[src/hms_pkg.sv]
// Package: field layouts and message kinds for the handshake mode bit encoder
package hms_pkg;

  // APB register byte addresses
  localparam logic [7:0] REG_CTRL   = 8'h00;
  localparam logic [7:0] REG_OWNCAP = 8'h04;
  localparam logic [7:0] REG_PEERCL = 8'h08;
  localparam logic [7:0] REG_MSG    = 8'h0C;
  localparam logic [7:0] REG_STATUS = 8'h10;

  // Bit positions of the parameter word, shared by the capability and message registers
  localparam int BIT_OPT_UP  = 0;
  localparam int BIT_OPT_DN  = 1;
  localparam int BIT_PSD_RED = 2;
  localparam int BIT_PTM     = 3;
  localparam int BIT_ATM     = 4;
  localparam int BIT_CLR_OH  = 5;
  localparam int BIT_FSTEP   = 6;
  localparam int BIT_PARAM3  = 7;
  localparam int BIT_MODE    = 8;
  localparam int PAR_W       = 9;

  // Control register fields
  localparam int CTRL_KIND    = 0;
  localparam int CTRL_BUILD   = 1;
  localparam int CTRL_PTM_CAN = 2;

  // Status register fields
  localparam int STAT_VALID   = 0;
  localparam int STAT_CLASH   = 1;
  localparam int STAT_KIND    = 2;

  localparam logic [31:0] RST_WORD = 32'h0000_0000;

  typedef enum logic { HMS_SELECT, HMS_PROPOSE } hms_kind_t;

  // Bits placed in an outgoing select or proposal message
  typedef struct packed {
    logic mode;
    logic param3_present;
    logic frame_step_flag;
    logic clear_overhead;
    logic atm;
    logic ptm;
    logic low_band_psd_reduction;
    logic optional_band_downstream;
    logic optional_band_upstream;
  } hms_par_t;

  typedef struct packed {
    logic        psel;
    logic        penable;
    logic        pwrite;
    logic [7:0]  paddr;
    logic [31:0] pwdata;
  } hms_apb_req_t;

endpackage : hms_pkg

[src/hms_mode_bits.sv]
// Module: remote transceiver mode select and proposal bit encoder behind APB
//
// Behaviour
// - Select sets annex bits to one
// - Proposal sets annex bits to one
// - Subsidiary bit set brings level-3 field
// - Select: never both optional band bits
// - Proposal: never both optional band bits
// - PSD reduction bit follows request
// - Select transport bits equal capability AND
// - Proposal transport bits only when both
// - Clear overhead and cell transport agreed
// - Frame step copied from peer capability
// - Advertise packet transport only when capable
`timescale 1ns/100ps
module hms_mode_bits (
  input  wire logic                 clk_sys_in,
  input  wire logic                 rst_n_in,
  input  wire hms_pkg::hms_apb_req_t apb_in,
  output logic                      pready_out,
  output logic                      pslverr_out,
  output logic [31:0]               prdata_out,
  output hms_pkg::hms_par_t         msg_out,
  output logic                      msg_valid_out
);
  import hms_pkg::*;

  //////////////////////////////////////////////////////////////////////////////
  // Registers
  hms_kind_t         kind;
  hms_kind_t         next_kind;
  logic              ptm_can;
  logic              next_ptm_can;
  logic [PAR_W-1:0]  own_cap;
  logic [PAR_W-1:0]  next_own_cap;
  logic [PAR_W-1:0]  peer_cap;
  logic [PAR_W-1:0]  next_peer_cap;
  logic [PAR_W-1:0]  req;
  logic [PAR_W-1:0]  next_req;
  hms_par_t          msg;
  hms_par_t          next_msg;
  logic              valid;
  logic              next_valid;
  logic              clash;
  logic              next_clash;
  logic              ready;
  logic              next_ready;
  logic              slverr;
  logic              next_slverr;
  logic [31:0]       rdata;
  logic [31:0]       next_rdata;
  logic              build;
  logic              msg_valid_kind;

  function automatic logic [31:0] widen(input logic [PAR_W-1:0] v);
    widen = {{(32 - PAR_W){1'b0}}, v};
  endfunction : widen

  // Capability word as advertised: packet transport masked by ability
  function automatic logic [PAR_W-1:0] advert(input logic [PAR_W-1:0] v,
                                              input logic             can);
    logic [PAR_W-1:0] r;
    r = v;
    r[BIT_PTM] = v[BIT_PTM] & can;
    advert = r;
  endfunction : advert

  //////////////////////////////////////////////////////////////////////////////
  // APB slave; pready is registered and rises on the second edge after setup, one wait state
  logic acc;
  logic wr;
  logic rd;
  assign acc = apb_in.psel & apb_in.penable & ~ready;
  assign wr  = acc & apb_in.pwrite;
  assign rd  = acc & ~apb_in.pwrite;
  assign build = wr && (apb_in.paddr == REG_CTRL) && apb_in.pwdata[CTRL_BUILD];

  always_comb
  begin
    next_kind     = kind;
    next_ptm_can  = ptm_can;
    next_own_cap  = own_cap;
    next_peer_cap = peer_cap;
    next_req      = req;
    next_ready    = acc;
    next_slverr   = 1'b0;
    next_rdata    = RST_WORD;
    if (wr)
    begin
      unique case (apb_in.paddr)
        REG_CTRL:
        begin
          next_kind    = hms_kind_t'(apb_in.pwdata[CTRL_KIND]);
          next_ptm_can = apb_in.pwdata[CTRL_PTM_CAN];
        end
        REG_OWNCAP: next_own_cap  = apb_in.pwdata[PAR_W-1:0];
        REG_PEERCL: next_peer_cap = apb_in.pwdata[PAR_W-1:0];
        REG_MSG:    next_req      = apb_in.pwdata[PAR_W-1:0];
        REG_STATUS: next_slverr   = 1'b1;
        default:    next_slverr   = 1'b1;
      endcase
    end
    if (rd)
    begin
      unique case (apb_in.paddr)
        REG_CTRL:
        begin
          next_rdata[CTRL_KIND]    = kind;
          next_rdata[CTRL_PTM_CAN] = ptm_can;
        end
        REG_OWNCAP: next_rdata = widen(advert(own_cap, ptm_can));
        REG_PEERCL: next_rdata = widen(peer_cap);
        REG_MSG:    next_rdata = widen(msg);
        REG_STATUS:
        begin
          next_rdata[STAT_VALID] = valid;
          next_rdata[STAT_CLASH] = clash;
          next_rdata[STAT_KIND]  = msg_valid_kind;
        end
        default:    next_slverr = 1'b1;
      endcase
    end
  end

  always_ff @(posedge clk_sys_in or negedge rst_n_in)
  begin
    if (!rst_n_in)
    begin
      kind     <= HMS_SELECT;
      ptm_can  <= 1'b0;
      own_cap  <= '0;
      peer_cap <= '0;
      req      <= '0;
      ready    <= 1'b0;
      slverr   <= 1'b0;
      rdata    <= RST_WORD;
    end
    else
    begin
      kind     <= next_kind;
      ptm_can  <= next_ptm_can;
      own_cap  <= next_own_cap;
      peer_cap <= next_peer_cap;
      req      <= next_req;
      ready    <= next_ready;
      slverr   <= next_slverr;
      rdata    <= next_rdata;
    end
  end

  //////////////////////////////////////////////////////////////////////////////
  // Message builder; a written request that asks for both bands is trimmed
  // to upstream only, since the line cannot carry the band both ways
  logic             next_msg_kind;
  logic [PAR_W-1:0] agreed;
  assign agreed = advert(own_cap, ptm_can) & peer_cap;

  always_comb
  begin
    next_msg      = msg;
    next_valid    = valid;
    next_clash    = clash;
    next_msg_kind = msg_valid_kind;
    if (build)
    begin
      next_msg_kind = apb_in.pwdata[CTRL_KIND];
      next_msg.mode = 1'b1;
      next_msg.optional_band_upstream   = req[BIT_OPT_UP];
      next_msg.optional_band_downstream = req[BIT_OPT_DN] & ~req[BIT_OPT_UP];
      next_clash = req[BIT_OPT_UP] & req[BIT_OPT_DN];
      next_msg.low_band_psd_reduction = req[BIT_PSD_RED];
      next_msg.ptm            = agreed[BIT_PTM];
      next_msg.atm            = agreed[BIT_ATM];
      next_msg.clear_overhead = agreed[BIT_CLR_OH];
      next_msg.frame_step_flag = peer_cap[BIT_FSTEP];
      next_msg.param3_present  = peer_cap[BIT_FSTEP];
      next_valid = 1'b1;
    end
  end

  always_ff @(posedge clk_sys_in or negedge rst_n_in)
  begin
    if (!rst_n_in)
    begin
      msg            <= '0;
      valid          <= 1'b0;
      clash          <= 1'b0;
      msg_valid_kind <= 1'b0;
    end
    else
    begin
      msg            <= next_msg;
      valid          <= next_valid;
      clash          <= next_clash;
      msg_valid_kind <= next_msg_kind;
    end
  end

  assign pready_out    = ready;
  assign pslverr_out   = slverr;
  assign prdata_out    = rdata;
  assign msg_out       = msg;
  assign msg_valid_out = valid;
endmodule : hms_mode_bits

[config.mk]
export PLATFORM = sky130hd
export DESIGN_NAME = hms_mode_bits
export DESIGN_NICKNAME = d
export VERILOG_FILES = /design/src/hms_pkg.sv /design/src/hms_mode_bits.sv
export SDC_FILE = /design/constraint.sdc
export NUM_CORES = 1
export LEC_CHECK = 0
export ABC_CLOCK_PERIOD_IN_PS = 1800
export BUFFER_PORTS_ARGS = -buffer_cell sky130_fd_sc_hd__buf_2
export CELL_PAD_IN_SITES_DETAIL_PLACEMENT = 2
export CELL_PAD_IN_SITES_GLOBAL_PLACEMENT = 2
export CORE_ASPECT_RATIO = 0.8
export CORE_MARGIN = 2
export CORE_UTILIZATION = 30
export CTS_BUF_LIST = sky130_fd_sc_hd__clkbuf_4 sky130_fd_sc_hd__clkbuf_8 sky130_fd_sc_hd__clkbuf_16
export CTS_CLUSTER_SIZE = 14
export DETAILED_ROUTE_END_ITERATION = 6
export PLACE_DENSITY_LB_ADDON = 0.1
export SLEW_MARGIN = 10
export SYNTH_ARGS = -nofsm -noshare
export SYNTH_HDL_FRONTEND = slang
export SYNTH_SLANG_ARGS = --single-unit
[constraint.sdc]
create_clock -name clk_sys_in -period 1.8 [get_ports clk_sys_in]
set_input_delay 0.27 -clock clk_sys_in [delete_from_list [all_inputs] [get_ports clk_sys_in]]
set_output_delay 0.27 -clock clk_sys_in [all_outputs]
set_load 0.02 [all_outputs]
==> impl_results.md <==
* Dpl ws at 0.0165 ns
* Global placement routability congestion at 0.735
* Post-Synthesis Cell Area at 2190 sq um
* I/O pin total at 89
* Switching pwr at 0.483 mW
* Root Buffer: clkbuf_8
* Power Internal at 1.51 mW
* Startpoint Class: flop
* Worst EP arrival at 1.85 ns
* Final nets at 273
* Final core utilization at 37.3%
* Tcrit/Tclk final at 92.5%
* RSZ-0062 raised after global routing: false
* # clock sinks at 44
* WL/cell at 17.2 um
* Hold Fails Final Rpt at 0
* Max-cap viol count at 0
* Finish-stage setup viols at 0
* Remaining Overflow, GRT at 0
* # port buffers at 42
* Clk_lat worst skew at 0.30 ns
* Die Wd at 99.5 um
* Post-DRT Antenna Nets at 0
* Post-Route WL at 5.42 mm
* Initial antenna violation count at 0
* Combinational power share at 9.2%
* Setup TNS at 0 ns
* Layout cell share with drive strength beyond 1 at 44.5%
* CP max FO at 7
* Part of the power in registers at 50.5%
* Max stage delay on crit path at 0.42 ns
* Number of fill cells at 746
* CP Capture Type: flop
* First-pass GRT wire length at 9.03 mm
* Final cell area excluding filler cells at 2590 sq um
* DRC viols at 0
* TritonCTS buffer count at 5
* CTS tree: built
* Die area at 8000 sq um
* Area of placed instances at 2450 sq um
* Starting density of the core at 31.5%
* Die height at 80.4 um
* Outcome: completed
* Switch share at 24.3%
* Hold Crit Class: in -> reg
* Count of pins over their slew limit at 0
* Netlist cell types at 36
* Vias per cell at 4.69
* CP delay by family, top: simple AND/OR/NAND/NOR gates
* CTS H-tree lvls at 2
* Worst path bufs/invs at 1
* Max Fclk at 0.600 GHz
* FF+latch count, synth at 44
* Post-layout worst setup margin at 0.134 ns
* Setup bufs post-CTS at 0
* Worst vdd ir at 0.000403 V
* Max Buffers Root-to-Sink at 2
* DRT iter0 DRCs at 26
* Post-DP HPWL at 4.14 mm
* Via Count at 1483
* Clock skew at 0.00552 ns
* Critical path cell sequence: nor4bb_1, buf_4, nand4_1, mux2_2
* Critical Path Slowest Stage Cell: dfrtp_1
* Ys Warns at 0
* CP required at 1.99 ns
* Syn avg cell area at 12.4 sq um
* Commonest non-fill, non-tap cell in the layout: dfrtp_1
* Vias in the first global route at 1679
* Drt first pass iters at 4
* Synth Instances at 177
* Clock power share at 40.3%
* Most frequent cells in the layout: dfrtp_1 (44), buf_2 (42), mux2_2 (34)
* Critical path class: reg -> reg
* Core area at 6960 sq um
* Number of cell rows at 27
* Largest net degree at the start of global routing at 25
* Worst-path clk slew at 0.09 ns
* Sequential share of the synthesized area at 50.3%
* Pleak at 1.40 nW
* Diodes inserted at 0
* Post-Layout Cell Count at 316
* Gr usage total at 14.9%
* Layout area overhead at 18.4%
* Placed insts at 307
* Tmin final at 1.67 ns
* Pwr dens at 767 nW/um^2
-- synthesized netlist by cell type, drive strengths merged --
cell type / number / area [sq um]
a21oi: 2 / 10.0
a22oi: 5 / 37.5
a311oi: 1 / 8.76
and2: 2 / 12.5
and2b: 1 / 7.51
and3: 3 / 18.8
and3b: 2 / 18.8
buf: 28 / 203
clkbuf: 3 / 11.3
conb: 1 / 3.75
dfrtp: 44 / 1100
inv: 4 / 15.0
mux2: 34 / 383
mux2i: 8 / 80.1
nand2: 4 / 15.0
nand2b: 2 / 12.5
nand3b: 2 / 15.0
nand4: 5 / 58.8
nand4b: 1 / 8.76
nor2: 10 / 37.5
nor2b: 3 / 18.8
nor3: 2 / 10.0
nor4: 1 / 21.3
nor4b: 1 / 15.0
nor4bb: 1 / 10.0
o21a: 1 / 7.51
o21ai: 1 / 5.00
o21ba: 1 / 10.0
o31a: 2 / 17.5
o31ai: 1 / 7.51
or3b: 1 / 8.76
-- logic make-up (layout without fill, tap and decap cells) --
kind of cell / Yosys count / in the layout / share of synthesized area, %
flip-flops: 44 / 44 / 50.3
multiplexers: 42 / 42 / 21.1
AND/OR/NAND/NOR: 41 / 41 / 13.2
buffers and inverters: 35 / 65 / 10.5
AO/OA/AOI/OAI: 14 / 14 / 4.74
other: 1 / 23 / 0.171
-- timing repair --
item	CTS	global route
setup endpoints to repair	1	1
resized for setup	1	0
endpoints found under the hold margin	8	0
cloned	0	0
pin swaps	0	1
hold buffers	1	0
-- worst paths after layout --
kind | slack [ns] | cells past startpoint | from | to
setup / recovery | 0.13 | 4 | pready_out | req[1]
hold / removal | 0.21 | 2 | apb_in[8] | own_cap[8]
setup reg to reg | 0.13 | 4 | pready_out | req[1]
hold reg to reg | 0.49 | 1 | pready_out | pslverr_out
max in group asynchronous | 0.86 | 3 | rst_n_in | ptm_can
min in group asynchronous | 0.37 | 2 | rst_n_in | msg_valid_out
-- area by class of cell --
cell class | instances | area [sq um] | share of cell area, %
Clock inverter | 2 | 38.8 | 1.50
Clock buffer | 6 | 82.6 | 3.19
Tap cell | 87 | 109 | 4.20
Timing Repair Buffer | 53 | 295 | 11.4
Sequential cell | 44 | 1100 | 42.5
Multi-Input combinational cell | 120 | 951 | 36.7
Inverter | 4 | 15.0 | 0.579
-- sequential cells by signal, summed over array words and instances, names as in the netlist --
signal          flops
pready_out          1
req                 3
peer_cap            9
clash               1
own_cap             9
prdata_out          9
msg_out             7
ptm_can             1
pslverr_out         1
kind                1
msg_valid_out       1
msg_valid_kind      1
-- through the flow --
step / total power, mW / hold WS [ns]
2_1_floorplan: 1.16 / -0.0256
3_3_place_gp: 1.20 / 0.137
3_5_place_dp: 1.21 / 0.135
4_1_cts: 2.03 / 0.198
5_1_grt: 2.09 / 0.198
6_report: 1.99 / 0.212
-- power groups by stage --
stage               Combinational, mW  Clock, mW  Sequential, mW
floorplan                       0.135          0            1.03
global placement                0.176          0            1.02
detailed placement              0.183          0            1.02
CTS                             0.187      0.839            1.00
global route                    0.203      0.879            1.01
finish                          0.184      0.801            1.00
-- routing by layer --
| metal | track usage (%) | routed length (um) |
|---|---|---|
| met4 | 5.75 | 84 |
| met1 | 18.0 | 2290 |
| met5 | 0 | 0 |
| met2 | 26.2 | 2720 |
| met3 | 2.96 | 320 |
(Power assumes the default switching activity.)
